### config.mk
export PLATFORM = sky130hd
export DESIGN_NAME = drwa_top
export DESIGN_NICKNAME = d
export VERILOG_FILES = /design/src/inc/drwa_pkg.sv /design/src/rtl/drwa_top.sv
export VERILOG_INCLUDE_DIRS = /design/src /design/src/inc
export SDC_FILE = /design/constraint.sdc
export NUM_CORES = 1
export LEC_CHECK = 0
export CAP_MARGIN = 25
export CORE_MARGIN = 3
export CORE_UTILIZATION = 60
export DETAILED_ROUTE_END_ITERATION = 6
export DONT_BUFFER_PORTS = 1
export HOLD_SLACK_MARGIN = 0.12
export PLACE_DENSITY = 0.81
export SLEW_MARGIN = 20
export SYNTH_ARGS = -nofsm -noshare
export SYNTH_HDL_FRONTEND = slang
export SYNTH_SLANG_ARGS = --single-unit
### constraint.sdc
create_clock -name pclk -period 3.5 [get_ports pclk]
set_clock_uncertainty 0.15 [all_clocks]
set_input_delay 0.7 -clock pclk [delete_from_list [all_inputs] [get_ports pclk]]
set_output_delay 0.7 -clock pclk [all_outputs]
set_load 0.02 [all_outputs]
### src/inc/drwa_params.svh
// constants for the display ram write addressing block
`ifndef DRWA_PARAMS_SVH
`define DRWA_PARAMS_SVH
// register byte offsets
`define DRWA_OFF_CMD     8'h00
`define DRWA_OFF_DATA    8'h04
`define DRWA_OFF_PTR     8'h08
`define DRWA_OFF_CFG     8'h0C
// command codes
`define DRWA_CODE_DISPLAY_CONTROL_CMD  8'h10
`define DRWA_CODE_DIR    8'h11
`define DRWA_CODE_SCAN   8'h12
`define DRWA_CODE_GSINC  8'h20
`define DRWA_CODE_XSTART 8'h21
`define DRWA_CODE_YSTART 8'h22
// grey_level_select encodings
`define DRWA_MODE_GS16   3'h0
`define DRWA_MODE_GS4    3'h1
`define DRWA_MODE_GS64A  3'h2
`define DRWA_MODE_GS64B  3'h3
`define DRWA_MODE_MONO   3'h4
// pointer limits per mode
`define DRWA_XMAX_GS16   8'h7F
`define DRWA_YMAX_GS16   8'h47
`define DRWA_XMAX_GS4    8'h3F
`define DRWA_YMAX_GS4    8'h8F
`define DRWA_XMAX_GS64A  8'h7F
`define DRWA_YMAX_GS64A  8'h47
`define DRWA_XMAX_GS64B  8'hFF
`define DRWA_YMAX_GS64B  8'h23
`define DRWA_XMAX_MONO   8'h3F
`define DRWA_YMAX_MONO   8'h8F
// command data bit positions
`define DRWA_GS_X_AUTO_STEP_BIT 4
`define DRWA_GS_Y_AUTO_STEP_BIT 5
`define DRWA_DC_ON_BIT   0
`define DRWA_DC_TWO_BIT  1
`define DRWA_DIR_VF_BIT  0
`define DRWA_DIR_HF_BIT  1
// status/config read field positions
`define DRWA_CFG_X_AUTO_STEP    4
`define DRWA_CFG_Y_AUTO_STEP    5
`define DRWA_CFG_HF      8
`define DRWA_CFG_VF      9
`define DRWA_CFG_ON      16
`define DRWA_CFG_TWO     17
`define DRWA_CFG_SCAN    24
`define DRWA_PTR_Y       8
// reset values
`define DRWA_RST_MODE    3'h0
`define DRWA_RST_SCAN    7'h47
`define DRWA_RST_PTR     8'h00
`endif

### src/inc/drwa_pkg.sv
// types for the display ram write addressing block
`include "drwa_params.svh"
package drwa_pkg;
  typedef enum logic [2:0] {
    DRWA_GS16  = `DRWA_MODE_GS16,
    DRWA_GS4   = `DRWA_MODE_GS4,
    DRWA_GS64A = `DRWA_MODE_GS64A,
    DRWA_GS64B = `DRWA_MODE_GS64B,
    DRWA_MONO  = `DRWA_MODE_MONO
  } drwa_mode_t;
  typedef struct packed {
    logic       valid;
    logic [7:0] x;
    logic [7:0] y;
    logic [7:0] data;
  } drwa_ram_wr_t;
  typedef struct packed {
    logic       display_on_bit;
    logic       vertical_flip;
    logic       two_colour_en;
    logic [2:0] grey_level_select;
    logic [6:0] scan_line_count;
  } drwa_disp_t;
endpackage

### src/rtl/drwa_top.sv
// display ram write addressing and display control, apb slave
// Contract
// - grey64 mode2: x 00..FF, y 00..23
// - grey64 mode2: one 6-bit pixel per byte
// - no two-colour option in grey64 mode2
// - mono: x 00..3F, y 00..8F
// - mono: eight bits, bit0 is pixel0
// - mono allows two-colour option
// - grey_level_select chooses memory organisation
// - no step bits: pointers stay
// - y step only: y advances
// - x step only: x advances
// - both steps: both advance, y alone past limit
// - horizontal flip applies at write time
// - command 11h holds vertical and horizontal flip
// - command 10h display on, cleared at reset
// - command 12h sets scanned row count
// - start commands load x and y pointers
// - grey16: x 00..7F, y 00..47, two nibbles
// - grey4: x 00..3F, y 00..8F, four pixels
// - grey64 mode1: x 00..7F, y 00..47, 6-bit
//
// Design decisions made here: the APB interface to the registers and the register offsets.
`timescale 1ns/10ps
`default_nettype none
`include "drwa_params.svh"
module drwa_top #(
  parameter int ADDR_W = 8
) (
  // clock and reset
  input  wire logic                  pclk,
  input  wire logic                  presetn,
  // apb slave
  input  wire logic                  psel,
  input  wire logic                  penable,
  input  wire logic                  pwrite,
  input  wire logic [ADDR_W-1:0]     paddr,
  input  wire logic [31:0]           pwdata,
  input  wire logic [3:0]            pstrb,
  output logic                       pready,
  output logic [31:0]                prdata,
  output logic                       pslverr,
  // display ram write port
  output drwa_pkg::drwa_ram_wr_t     ram_wr,
  // display control state
  output drwa_pkg::drwa_disp_t       disp
);

  ////////////////////////////////////////////////////////////////////////////////
  // apb handshake: one wait state so read data comes from a flop
  typedef enum logic [1:0] {
    DRWA_ST_IDLE = 2'b01,
    DRWA_ST_ACK  = 2'b10
  } drwa_st_t;

  drwa_st_t    st_r;
  drwa_st_t    st_nxt;
  logic        acc;
  logic        done;
  logic        hit_cmd;
  logic        hit_data;
  logic        hit_ptr;
  logic        hit_cfg;
  logic        mapped;
  logic        wr_cmd;
  logic        wr_data;
  logic [7:0]  code;
  logic [7:0]  arg;
  logic [31:0] rd_val;
  logic        err_r;
  logic [31:0] rdata_r;

  assign acc      = psel && penable;
  assign hit_cmd  = (paddr == ADDR_W'(`DRWA_OFF_CMD));
  assign hit_data = (paddr == ADDR_W'(`DRWA_OFF_DATA));
  assign hit_ptr  = (paddr == ADDR_W'(`DRWA_OFF_PTR));
  assign hit_cfg  = (paddr == ADDR_W'(`DRWA_OFF_CFG));
  assign mapped   = hit_cmd || hit_data || hit_ptr || hit_cfg;
  assign done     = acc && (st_r == DRWA_ST_ACK);
  assign pready   = done;
  assign pslverr  = done && err_r;
  assign prdata   = rdata_r;
  // partial strobes would split a command word, so low lanes must be written
  assign wr_cmd   = done && pwrite && hit_cmd && pstrb[1] && pstrb[0];
  assign wr_data  = done && pwrite && hit_data && pstrb[0];
  assign code     = pwdata[15:8];
  assign arg      = pwdata[7:0];

  always_comb begin
    case (st_r)
      DRWA_ST_IDLE: st_nxt = acc ? DRWA_ST_ACK : DRWA_ST_IDLE;
      DRWA_ST_ACK:  st_nxt = DRWA_ST_IDLE;
      default:      st_nxt = DRWA_ST_IDLE;
    endcase
  end

  always_ff @(posedge pclk or negedge presetn) begin
    if (!presetn) begin
      st_r <= DRWA_ST_IDLE;
    end else begin
      st_r <= st_nxt;
    end
  end

  always_ff @(posedge pclk or negedge presetn) begin
    if (!presetn) begin
      rdata_r <= 32'h0000_0000;
      err_r   <= 1'b0;
    end else if (acc && st_r == DRWA_ST_IDLE) begin
      rdata_r <= pwrite ? 32'h0000_0000 : rd_val;
      err_r   <= !mapped;
    end
  end

  ////////////////////////////////////////////////////////////////////////////////
  // configuration written by commands
  drwa_pkg::drwa_mode_t mode_r;
  logic       x_auto_step_r;
  logic       y_auto_step_r;
  logic       hflip_r;
  logic       vflip_r;
  logic       on_r;
  logic       two_r;
  logic [6:0] scan_r;

  always_ff @(posedge pclk or negedge presetn) begin
    if (!presetn) begin
      mode_r <= drwa_pkg::drwa_mode_t'(`DRWA_RST_MODE);
      x_auto_step_r <= 1'b0;
      y_auto_step_r <= 1'b0;
    end else if (wr_cmd && code == `DRWA_CODE_GSINC) begin
      mode_r <= drwa_pkg::drwa_mode_t'(arg[2:0]);
      x_auto_step_r <= arg[`DRWA_GS_X_AUTO_STEP_BIT];
      y_auto_step_r <= arg[`DRWA_GS_Y_AUTO_STEP_BIT];
    end
  end

  always_ff @(posedge pclk or negedge presetn) begin
    if (!presetn) begin
      vflip_r <= 1'b0;
      hflip_r <= 1'b0;
    end else if (wr_cmd && code == `DRWA_CODE_DIR) begin
      vflip_r <= arg[`DRWA_DIR_VF_BIT];
      hflip_r <= arg[`DRWA_DIR_HF_BIT];
    end
  end

  always_ff @(posedge pclk or negedge presetn) begin
    if (!presetn) begin
      on_r  <= 1'b0;
      two_r <= 1'b0;
    end else if (wr_cmd && code == `DRWA_CODE_DISPLAY_CONTROL_CMD) begin
      on_r  <= arg[`DRWA_DC_ON_BIT];
      two_r <= arg[`DRWA_DC_TWO_BIT];
    end
  end

  always_ff @(posedge pclk or negedge presetn) begin
    if (!presetn) begin
      scan_r <= `DRWA_RST_SCAN;
    end else if (wr_cmd && code == `DRWA_CODE_SCAN) begin
      scan_r <= arg[6:0];
    end
  end

  ////////////////////////////////////////////////////////////////////////////////
  // per-mode pointer limits
  logic [7:0] xmax;
  logic [7:0] ymax;
  logic       two_ok;

  always_comb begin
    case (mode_r)
      drwa_pkg::DRWA_GS4: begin
        xmax   = `DRWA_XMAX_GS4;
        ymax   = `DRWA_YMAX_GS4;
        two_ok = 1'b1;
      end
      drwa_pkg::DRWA_GS64A: begin
        xmax   = `DRWA_XMAX_GS64A;
        ymax   = `DRWA_YMAX_GS64A;
        two_ok = 1'b0;
      end
      drwa_pkg::DRWA_GS64B: begin
        xmax   = `DRWA_XMAX_GS64B;
        ymax   = `DRWA_YMAX_GS64B;
        two_ok = 1'b0;
      end
      drwa_pkg::DRWA_MONO: begin
        xmax   = `DRWA_XMAX_MONO;
        ymax   = `DRWA_YMAX_MONO;
        two_ok = 1'b1;
      end
      default: begin
        // unused codes fall back to the 16-level layout
        xmax   = `DRWA_XMAX_GS16;
        ymax   = `DRWA_YMAX_GS16;
        two_ok = 1'b1;
      end
    endcase
  end

  ////////////////////////////////////////////////////////////////////////////////
  // pixel packing within a byte, mirrored when horizontal flip is set
  wire logic [7:0] byte_rev;

  // mono byte reversed bit by bit, ready whether or not flip is set
  for (genvar gi = 0; gi < 8; gi++) begin : g_rev
    assign byte_rev[gi] = pwdata[7-gi];
  end

  function automatic logic [7:0] drwa_pack(input drwa_pkg::drwa_mode_t m,
                                           input logic f, input logic [7:0] d,
                                           input logic [7:0] rv);
    logic [7:0] r;
    r = d;
    case (m)
      drwa_pkg::DRWA_MONO: begin
        r = f ? rv : d;
      end
      drwa_pkg::DRWA_GS4: begin
        if (f) begin
          r = {d[1:0], d[3:2], d[5:4], d[7:6]};
        end
      end
      drwa_pkg::DRWA_GS64A,
      drwa_pkg::DRWA_GS64B: begin
        r = {2'h0, d[5:0]};
      end
      default: begin
        if (f) begin
          r = {d[3:0], d[7:4]};
        end
      end
    endcase
    return r;
  endfunction

  ////////////////////////////////////////////////////////////////////////////////
  // pointers: start commands load, data writes step
  logic [7:0] x_r;
  logic [7:0] y_r;
  logic       x_room;
  logic       y_room;

  // saturate rather than wrap so a stray byte never lands in another picture
  assign x_room = (x_r < xmax);
  assign y_room = (y_r < ymax);

  // step decode; saturation rides on x_room and y_room
  logic x_step;
  logic y_step;

  always_comb begin
    case ({y_auto_step_r, x_auto_step_r})
      2'b01: begin
        x_step = x_room;
        y_step = 1'b0;
      end
      2'b10: begin
        x_step = 1'b0;
        y_step = y_room;
      end
      2'b11: begin
        // x parks at its limit while y keeps going up to its own limit, where it parks too
        x_step = x_room;
        y_step = y_room;
      end
      default: begin
        x_step = 1'b0;
        y_step = 1'b0;
      end
    endcase
  end

  always_ff @(posedge pclk or negedge presetn) begin
    if (!presetn) begin
      x_r <= `DRWA_RST_PTR;
    end else if (wr_cmd && code == `DRWA_CODE_XSTART) begin
      x_r <= arg;
    end else if (wr_data && x_step) begin
      x_r <= x_r + 8'h01;
    end
  end

  always_ff @(posedge pclk or negedge presetn) begin
    if (!presetn) begin
      y_r <= `DRWA_RST_PTR;
    end else if (wr_cmd && code == `DRWA_CODE_YSTART) begin
      y_r <= arg;
    end else if (wr_data && y_step) begin
      y_r <= y_r + 8'h01;
    end
  end

  ////////////////////////////////////////////////////////////////////////////////
  // ram write port, one pulse per accepted data byte
  always_ff @(posedge pclk or negedge presetn) begin
    if (!presetn) begin
      ram_wr <= '0;
    end else begin
      ram_wr.valid <= wr_data;
      if (wr_data) begin
        // flip mirrors the column address too; old data is not moved
        ram_wr.x    <= hflip_r ? (xmax - x_r) : x_r;
        ram_wr.y    <= y_r;
        ram_wr.data <= drwa_pack(mode_r, hflip_r, pwdata[7:0], byte_rev);
      end
    end
  end

  ////////////////////////////////////////////////////////////////////////////////
  // display control outputs
  always_ff @(posedge pclk or negedge presetn) begin
    if (!presetn) begin
      disp <= '0;
      disp.scan_line_count <= `DRWA_RST_SCAN;
    end else begin
      disp.display_on_bit    <= on_r;
      disp.vertical_flip     <= vflip_r;
      disp.two_colour_en     <= two_r && two_ok;
      disp.grey_level_select <= mode_r;
      disp.scan_line_count   <= scan_r;
    end
  end

  ////////////////////////////////////////////////////////////////////////////////
  // read mux
  always_comb begin
    rd_val = 32'h0000_0000;
    if (hit_ptr) begin
      rd_val[7:0]                 = x_r;
      rd_val[`DRWA_PTR_Y +: 8]    = y_r;
    end else if (hit_cfg) begin
      rd_val[2:0]                 = mode_r;
      rd_val[`DRWA_CFG_X_AUTO_STEP]      = x_auto_step_r;
      rd_val[`DRWA_CFG_Y_AUTO_STEP]      = y_auto_step_r;
      rd_val[`DRWA_CFG_HF]        = hflip_r;
      rd_val[`DRWA_CFG_VF]        = vflip_r;
      rd_val[`DRWA_CFG_ON]        = on_r;
      rd_val[`DRWA_CFG_TWO]       = two_r && two_ok;
      rd_val[`DRWA_CFG_SCAN +: 7] = scan_r;
    end
  end

endmodule
`default_nettype wire

== Yosys cells after proc, flatten, opt, wreduce, memory -nomap -nowiden ==
Cells that the tools add are included.

* Output and inout bits: 72
* Register bits after elaboration: 105
* Word-level logic and storage cells: 105

* Multiplexer cells: 30
* Reductions and logical operators: 30
* Equality and inequality tests: 18
* Add/sub/neg operators: 3
* Magnitude comparators: 2

{| class="wikitable"
|+ Operators by type and width
! cell !! count
|-
| two-way mux 8 bit || 8
|-
| case mux 8 bit (2 select lines) || 2
|-
| two-way mux 31 bit || 1
|-
| equality test 8 x 5 -> 1 bit (second input constant) || 3
|-
| equality test 8 x 6 -> 1 bit (second input constant) || 3
|-
| case mux 8 bit (3 select lines) || 1
|-
| logical AND 1 bit || 19
|-
| two-way mux 2 bit || 9
|-
| adder 8 x 1 -> 8 bit (second input constant) || 2
|-
| equality test 8 x 4 -> 1 bit (second input constant) || 2
|-
| < comparator 8 bit || 2
|-
| two-way mux 7 bit || 2
|-
| equality test 8 x 3 -> 1 bit (second input constant) || 1
|-
| zero test 8 bit || 1
|-
| OR reduction 2 bit || 4
|-
| subtractor 8 bit || 1
|-
| equality test 2 bit (second input constant) || 3
|-
| equality test 3 x 2 -> 1 bit (second input constant) || 2
|-
| two-way mux 3 bit || 2
|-
| two-way mux 6 bit || 1
|-
| equality test 2 x 1 -> 1 bit (second input constant) || 2
|-
| two-way mux 1 bit || 4
|-
| nonzero test 2 bit || 2
|-
| equality test 3 x 1 -> 1 bit (second input constant) || 1
|-
| other kinds (3) || 5
|}

== Longest topological paths before layout ==
Gate-level depths: netlist (run 1).

* Word-level depth: 8
* Mapped depth: 12
* Depth with buffers taken out: 10

== Least setup slack after synthesis (run 1) ==
OpenSTA, ideal clock, no wires.

* Path type: flip-flop to flip-flop
* Start: register mode_r[2]
* End: register y_r[2]
* Period minus slack after synthesis: 2843 ps
* Path slack: 657 ps
* Buffers on the path: 2
* Library setup time: 82 ps
* Arrival: 2611 ps
* Cell stages (with the launch flop): 11
* Cells stage by stage: dfrtp_1 > clkbuf_1 > buf_1 > xor2_1 > nand2b_1 > ha_1 > a211oi_1 > a21oi_1 > nor2_1 > or4b_1 > a31oi_1

* Word-level cells in the longest chain between the ends: 7
* Elaborated cells between the ends (all ways): 9
* Those cells by class: 1 x order compare; 3 x eq/ne; 2 x mux; 3 x reduce/logical

{| class="wikitable"
|+ Ends and longest elaborated chain
! what !! line !! text
|-
| start: declaration || drwa_top.sv:117 || <nowiki>drwa_pkg::drwa_mode_t mode_r;</nowiki>
|-
| start signal: assignment || drwa_top.sv:128 || <nowiki>mode_r <= drwa_pkg::drwa_mode_t'(`DRWA_RST_MODE);</nowiki>
|-
| start signal: assignment || drwa_top.sv:132 || <nowiki>mode_r <= drwa_pkg::drwa_mode_t'(arg[2:0]);</nowiki>
|-
| equality test 3 x 1 -> 1 bit or equality test 3 bit (tied branches) || drwa_top.sv:173 || <nowiki>case (mode_r)</nowiki>
|-
| OR reduction 2 bit (no line) || - ||
|-
| case mux 8 bit (2 select lines) (*) || drwa_top.sv:173 ||
|-
| < comparator 8 bit (*) || drwa_top.sv:248 || <nowiki>assign y_room = (y_r < ymax);</nowiki>
|-
| two-way mux 1 bit (*) || drwa_top.sv:255 || <nowiki>case ({y_auto_step_r, x_auto_step_r})</nowiki>
|-
| logical AND 1 bit (*) || drwa_top.sv:291 || <nowiki>end else if (wr_data && y_step) begin</nowiki>
|-
| nonzero test 2 bit (no line) (*) || - ||
|-
| end signal: assignment || drwa_top.sv:288 || <nowiki>y_r <= `DRWA_RST_PTR;</nowiki>
|-
| end signal: assignment || drwa_top.sv:290 || <nowiki>y_r <= arg;</nowiki>
|-
| end signal: assignment || drwa_top.sv:292 || <nowiki>y_r <= y_r + 8'h01;</nowiki>
|-
| end: declaration || drwa_top.sv:242 || <nowiki>logic [7:0] y_r;</nowiki>
|}

Mark *: on every way between the ends. The rest lies on a longest branch, timed or not.
A chain may end at the register's enable or synchronous reset.

== Worst setup path after layout (run 1) ==
* Start: register mode_r[0]
* End: register y_r[0]

Same word-level chain as after synthesis.

==> implementation parameters, run 1 <==
Parameter                              Value

Power and ir drop
  Static leakage power    2.367 nW
  Worst voltage drop across the vdd grid    240.3 uV
  Total power per unit cell area    383.4 mW/mm^2

GRT
  GRT Overall Usage    25.89%
  Overflow after GRT    0
  Antenna violations before repair    0
  Largest net degree at the start of global routing    99
  First-pass GRT wire length    18000 um
  Number of global-route vias before repair    3498

Logic synthesis
  Commonest cells post-synth    89 x sky130_fd_sc_hd__dfrtp_1, 45 x sky130_fd_sc_hd__nand2_1, 37 x sky130_fd_sc_hd__o21ai_0
  Sequential fraction of the synthesis area    50.92%
  Post-Synthesis Cells    458
  Ranking of synthesized cells by area    sky130_fd_sc_hd__dfrtp_1 46%, sky130_fd_sc_hd__dfstp_2 4.9%, sky130_fd_sc_hd__mux2_2 4.7%
  Most numerous cell in the Yosys netlist    sky130_fd_sc_hd__dfrtp_1
  Number of flip-flops and latches in the synthesized netlist    98
  Yosys top cell by area    sky130_fd_sc_hd__dfrtp_1
  Number of flops mapped to enable cells by yosys    0
  Fraction of synthesized cell area taken by the top area cell type    46.03%
  Number of distinct library cell variants in the gate-level netlist after synthesis    62
  Post-Synthesis Cell Area    0.004838 sq mm
  Post-synth ARST share    100.0%
  Average size of a mapped cell    10.56 sq um
  Yosys warning total    0
  Most frequently used flop master after synthesis    sky130_fd_sc_hd__dfrtp_1

Drt
  First-pass iteration count of the detailed router    5
  Avg Vias per Cell    6.523
  Wirelength per Cell    20.74 um
  WL final    11490 um
  Post-route DRC violation count    0
  Total number of vias    3614
  Antenna-violating nets left    0
  Initial DRC Count    297

Setup path
  Buffer and inverter count on the worst path    2
  Launching element type of the critical path    register
  Crit Path Class    reg2reg
  Crit-path max cell delay    0.61 ns
  Worst-path cell chain    inv_1 -> or2_2 -> inv_1 -> ha_1 -> a21o_1 -> a311o_1 -> a311oi_1 -> mux2i_1 -> o21ai_0
  Dominant delay contributor by cell family on the critical path    compound AO/OA/AOI/OAI gates
  CP Data Arrival Time    3.05 ns
  Crit-path most repeated cell    sky130_fd_sc_hd__inv_1
  Required time worst endpoint    3.58 ns
  Cell with the biggest individual delay on the critical path    sky130_fd_sc_hd__dfrtp_1
  Worst-path maximum fanout    10
  Sort of element at the end of the critical path    register

Flow run
  Number of max-cap violations    0

Final layout
  Fraction of final layout cells with drive strength greater than 1    13.27%
  Filler cell count    631
  Final nets    506
  Diode count    0
  Area grow syn2layout    5.379%

STA
  Highest achievable clock rate    336.6 MHz
  Post-route clock period utilization    84.89%
  Min Tclk post-route    2.971 ns
  Worst slew margin    40.06%
  Final max-slew violation count    0
  Hold Worst Slack    0.2282 ns
  Final Hold Fails    0
  Setup TNS    0 ns
  Final Setup Violations    0
  Actual transition at the worst max-transition pin    0.8865 ns
  Setup repair after global routing missed its margin    false

Floorplan
  Die Area    0.009178 sq mm
  Top-level port count    121
  Starting Density    62.29%
  Row count    32
  Floorplan Core Area    0.007767 sq mm
  Vertical extent of the die    95.80 um
  Die Span X    95.80 um

Clock network
  Clock H-tree levels    3
  Clock tree from TritonCTS    built
  Largest buffer count on any clock path    2
  Number of buffers created by CTS    9
  Buffers inserted during post-CTS setup optimization    0
  Root Buffer    sky130_fd_sc_hd__clkbuf_8
  Clock-pin slew on the worst setup and hold paths    0.10 ns
  Number of sinks on the clock net    98
  Post-CTS resize count    0
  Hold Buf Count CTS    2
  Clk Latency, worst-skew pair    0.35 ns

Place
  HPWL reported at the end of detailed placement    8263 um
  Routability congestion estimate    0.8961
  Count of input and output buffers    0

Status
  Run status    finished clean

Worst hold path
  Classification of the worst-slack hold path    reg2reg
routing by layer:
metal	track usage (%)	part of all wire (%)	wire length, um	vias up
met5	0	0	0	-
met4	12.44	3.3	383	0
met3	6.724	10	1163	31
met2	38.74	45	5183	197
met1	35.15	41	4759	1763
li1	-	-	-	1623
final timing paths:
kind	from	end	slack (ns)	cells past startpoint
setup reg to reg	mode_r[0]	y_r[0]	0.53	9
hold / removal	scan_r[1]	disp[1]	0.23	0
min in group asynchronous	presetn	prdata[26]	0.77	2
hold reg to reg	scan_r[1]	disp[1]	0.23	0
max in group asynchronous	presetn	st_r[0]	2.04	2
setup / recovery	mode_r[0]	y_r[0]	0.53	9
flip-flops by register name (all words and copies together) (netlist names):
register and count:
two_r 1, y_auto_step_r 1, st_r 2, err_r 1
x_r 8, hflip_r 1, y_r 8, scan_r 7
vflip_r 1, prdata 25, x_auto_step_r 1, mode_r 3
ram_wr 25, on_r 1, disp 13
stage by stage:
step                power (mW)  utilization (%)  setup slack, ns  area [sq um]  cells
finish                   1.955            65.64           0.5288          5099    554
global placement         1.199            62.48           0.6626          4853    536
detailed placement       1.201            62.48           0.5941          4853    536
CTS                      1.972            65.64           0.5948          5099    554
global route             2.025            65.64           0.3770          5099    554
floorplan                1.205                -           0.6572          4861    464
power by group:
group          switching (mW)  internal, mW
Sequential            0.00188          1.14
Combinational          0.0494        0.0181
Clock                   0.406         0.343
Total                   0.458          1.50
cell families (layout without fill, tap and decap cells):
kind of cell	count (synthesis)	after routing	share of synthesized area (%)
and+or+nand+nor	139	139	16.40
AOI/OAI and AO/OA	109	109	14.77
DFF	98	98	50.92
buffers and inverters	53	41	4.965
muxes	36	36	7.965
xor gates and xnor gates	12	12	2.172
adders and majority gates	10	10	2.741
other	1	7	0.07751
cells in the final DEF (no fill, tap or decap), drive strengths merged, types with 5 or more instances in the layout:
| master | synthesis | layout |
|---|---|---|
| and2 | 7 | 7 |
| ha | 9 | 9 |
| mux2 | 20 | 20 |
| and3 | 6 | 6 |
| dfrtp | 89 | 89 |
| a22o | 18 | 18 |
| dfstp | 9 | 9 |
| mux2i | 16 | 16 |
| o21ai | 37 | 37 |
| buf | 14 | 6 |
| clkbuf | 21 | 9 |
| nor2 | 18 | 18 |
| a21oi | 17 | 17 |
| a31oi | 9 | 9 |
| nand2 | 46 | 46 |
| inv | 18 | 21 |
| nor3 | 6 | 6 |
| nor4 | 5 | 5 |
| nand3 | 10 | 10 |
| o221ai | 5 | 5 |
| xnor2 | 8 | 8 |
| nand4 | 15 | 15 |
| conb | 1 | 7 |
area by class of cell:
| cell class | count | area (sq um) | area share [%] |
|---|---|---|---|
| multi-input combinational | 313 | 2157 | 42.31 |
| inverter | 18 | 67.56 | 1.325 |
| sequential | 98 | 2464 | 48.32 |
| timing repair buffer | 7 | 75.07 | 1.472 |
| tap | 102 | 127.6 | 2.503 |
| clock inverter | 7 | 83.83 | 1.644 |
| clock buffer | 9 | 123.9 | 2.429 |
Power figures use the tool's default switching activity.
==> run 2, diff against run 1 <==
==> constraint.sdc (replaced) <==
create_clock -name pclk -period 3.05 [get_ports pclk]
set_clock_uncertainty 0.15 [all_clocks]
set_input_delay 0.61 -clock pclk [delete_from_list [all_inputs] [get_ports pclk]]
set_output_delay 0.61 -clock pclk [all_outputs]
set_load 0.02 [all_outputs]
==> run 2 against run 1 <==
Net effect: clock power grew 14%; sequential cell count stayed put; global-route usage grew 0.48 points; utilization rose by 0.39 points; critical path depth is the same; combinational power increased by 15%; final cell count grew 1.1%; critical path type unchanged.
==> implementation parameters, run 2 (same netlist as run 1, synthesis figures left out) <==
Parameter                              Value

STA
  Highest achievable clock rate    362.7 MHz (+7.8%)
  Actual transition at the worst max-transition pin    0.7198 ns (-0.1668 ns)
  Setup TNS    0 ns (unchanged)
  Post-route clock period utilization    90.41% (+5.5 points)
  Hold Worst Slack    0.2269 ns (-0.001320 ns)
  Final Setup Violations    0 (unchanged)
  Final max-slew violation count    0 (unchanged)
  Worst slew margin    51.34% (+11 points)
  Min Tclk post-route    2.757 ns (-0.2139 ns)
  Setup repair after global routing missed its margin    false
  Final Hold Fails    0 (unchanged)

Floorplan
  Starting Density    62.29% (unchanged)
  Die Area    0.009178 sq mm (unchanged)
  Row count    32 (unchanged)
  Floorplan Core Area    0.007767 sq mm (unchanged)
  Die Span X    95.80 um (unchanged)
  Top-level port count    121 (unchanged)
  Vertical extent of the die    95.80 um (unchanged)

GRT
  Largest net degree at the start of global routing    99 (unchanged)
  First-pass GRT wire length    18280 um (+1.5%)
  Overflow after GRT    0 (unchanged)
  Antenna violations before repair    1 (+1)
  Number of global-route vias before repair    3486 (-0.34%)
  GRT Overall Usage    26.37% (+0.48 points)

Status
  Run status    finished clean

Place
  HPWL reported at the end of detailed placement    8213 um (-0.61%)
  DP Area    0.004891 sq mm (+0.77%)
  Count of input and output buffers    0 (unchanged)
  Routability congestion estimate    0.8968 (about the same)

Drt
  Avg Vias per Cell    6.484 (-0.61%)
  Post-route DRC violation count    0 (unchanged)
  Initial DRC Count    325 (+9.4%)
  WL final    11520 um (+0.28%)
  First-pass iteration count of the detailed router    5 (unchanged)
  Wirelength per Cell    20.57 um (-0.80%)
  Antenna-violating nets left    0 (unchanged)
  Total number of vias    3631 (+0.47%)

Power and ir drop
  Static leakage power    2.391 nW (+1.0%)
  Worst voltage drop across the vdd grid    226.6 uV (-5.7%)
  Total power per unit cell area    436.0 mW/mm^2 (+14%)

Setup path
  Worst-path cell chain    nand2b_1 -> or2_2 -> inv_1 -> ha_1 -> a21o_1 -> a311o_1 -> a311oi_1 -> mux2i_1 -> o21ai_0
  Crit path launch    mode_r[2]
  Required time worst endpoint    3.14 ns (-0.44 ns)
  Cell with the biggest individual delay on the critical path    sky130_fd_sc_hd__dfrtp_1
  Crit-path max cell delay    0.41 ns (-0.20 ns)
  Buffer and inverter count on the worst path    1 (-1)
  Worst-path maximum fanout    5 (-5)
  CP Data Arrival Time    2.85 ns (-0.20 ns)
  Worst R2R Start    mode_r[2]
  Launching element type of the critical path    register
  Sort of element at the end of the critical path    register
  Dominant delay contributor by cell family on the critical path    compound AO/OA/AOI/OAI gates
  Crit Path Class    reg2reg

Final layout
  Area grow syn2layout    6.000%
  Final nets    511 (+0.99%)
  Most used cells in the layout excluding fill and tap cells    89 x sky130_fd_sc_hd__dfrtp_1, 45 x sky130_fd_sc_hd__nand2_1, 37 x sky130_fd_sc_hd__o21ai_0
  FF+latch area    0.002464 sq mm (unchanged)
  Filler cell count    599 (-5.1%)
  Final cell area excluding filler cells    0.005129 sq mm (+0.59%)
  Footprint of the multi-input gates    0.002157 sq mm (unchanged)
  Most common cell after layout, fill and taps aside    sky130_fd_sc_hd__dfrtp_1
  Fraction of final layout cells with drive strength greater than 1    14.22% (+0.95 points)

Worst hold path
  HP Start    scan_r[6]
  Classification of the worst-slack hold path    reg2reg

Clock network
  Clock-pin slew on the worst setup and hold paths    0.09 ns (about the same)
  Number of buffers created by CTS    9 (unchanged)
  Number of sinks on the clock net    98 (unchanged)
  Clock H-tree levels    3 (unchanged)
  Largest buffer count on any clock path    2 (unchanged)
  Clock tree from TritonCTS    built
  Clk Latency, worst-skew pair    0.37 ns (+0.02 ns)
  Post-CTS resize count    0 (unchanged)
  Root Buffer    sky130_fd_sc_hd__clkbuf_8

Flow run
  Number of max-cap violations    0 (unchanged)
==> run 2: timing repair <==
item | in CTS | in global routing
endpoints found under the hold margin | 98 | 0
setup buffers | 0 | 0
hold buffers | 2 | 0
==> run 2: through the flow <==
step	setup WS, ns	instances	power, mW	utilization [%]
global route	0.1191	560	2.320	66.03
detailed placement	0.3481	541	1.380	62.97
CTS	0.3075	559	2.245	66.00
global placement	0.3945	541	1.377	62.97
finish	0.2926	560	2.236	66.03
floorplan	0.2072	464	1.383	-
==> run 2: cell type report <==
cell class              instances  share of cell area [%]
clock inverters                 7                   1.439
multi-input cells             313                   42.06
flip-flops and latches         98                   48.04
inverters                      18                   1.317
clock buffers                   9                   2.415
repair buffers                 12                   2.196
diodes                          1                 0.04879
well taps                     102                   2.488
==> run 2: worst reg2reg max path: stages (launching register included) <==
cell and delay [ns]:
sky130_fd_sc_hd__dfrtp_1 0.41, sky130_fd_sc_hd__nand2b_1 0.17, sky130_fd_sc_hd__or2_2 0.35, sky130_fd_sc_hd__inv_1 0.08
sky130_fd_sc_hd__ha_1 0.23, sky130_fd_sc_hd__a21o_1 0.18, sky130_fd_sc_hd__a311o_1 0.35, sky130_fd_sc_hd__a311oi_1 0.40
sky130_fd_sc_hd__mux2i_1 0.23, sky130_fd_sc_hd__o21ai_0 0.09
==> run 2: per-layer routing <==
metal | GRT usage, % | vias up | wire length [um]
li1 | - | 1632 | -
met1 | 35.93 | 1757 | 4768
met2 | 40.36 | 215 | 5208
met3 | 6.489 | 27 | 1225
met4 | 11.02 | 0 | 318
met5 | 0 | - | 0
==> run 2: final timing paths <==
check,cells past startpoint,slack (ns),to
max,9,0.29,y_r[0]
min,0,0.23,disp[6]
max reg2reg,9,0.29,y_r[0]
min reg2reg,0,0.23,disp[6]
max in group asynchronous,2,1.70,disp[8]
min in group asynchronous,2,0.66,prdata[24]
==> run 2: power breakdown <==
part           switching (mW)  internal [mW]  total [mW]  leakage [nW]
clock                   0.468          0.385       0.853         0.100
combinational          0.0562         0.0212      0.0774         0.967
sequential            0.00191           1.30        1.31          1.32
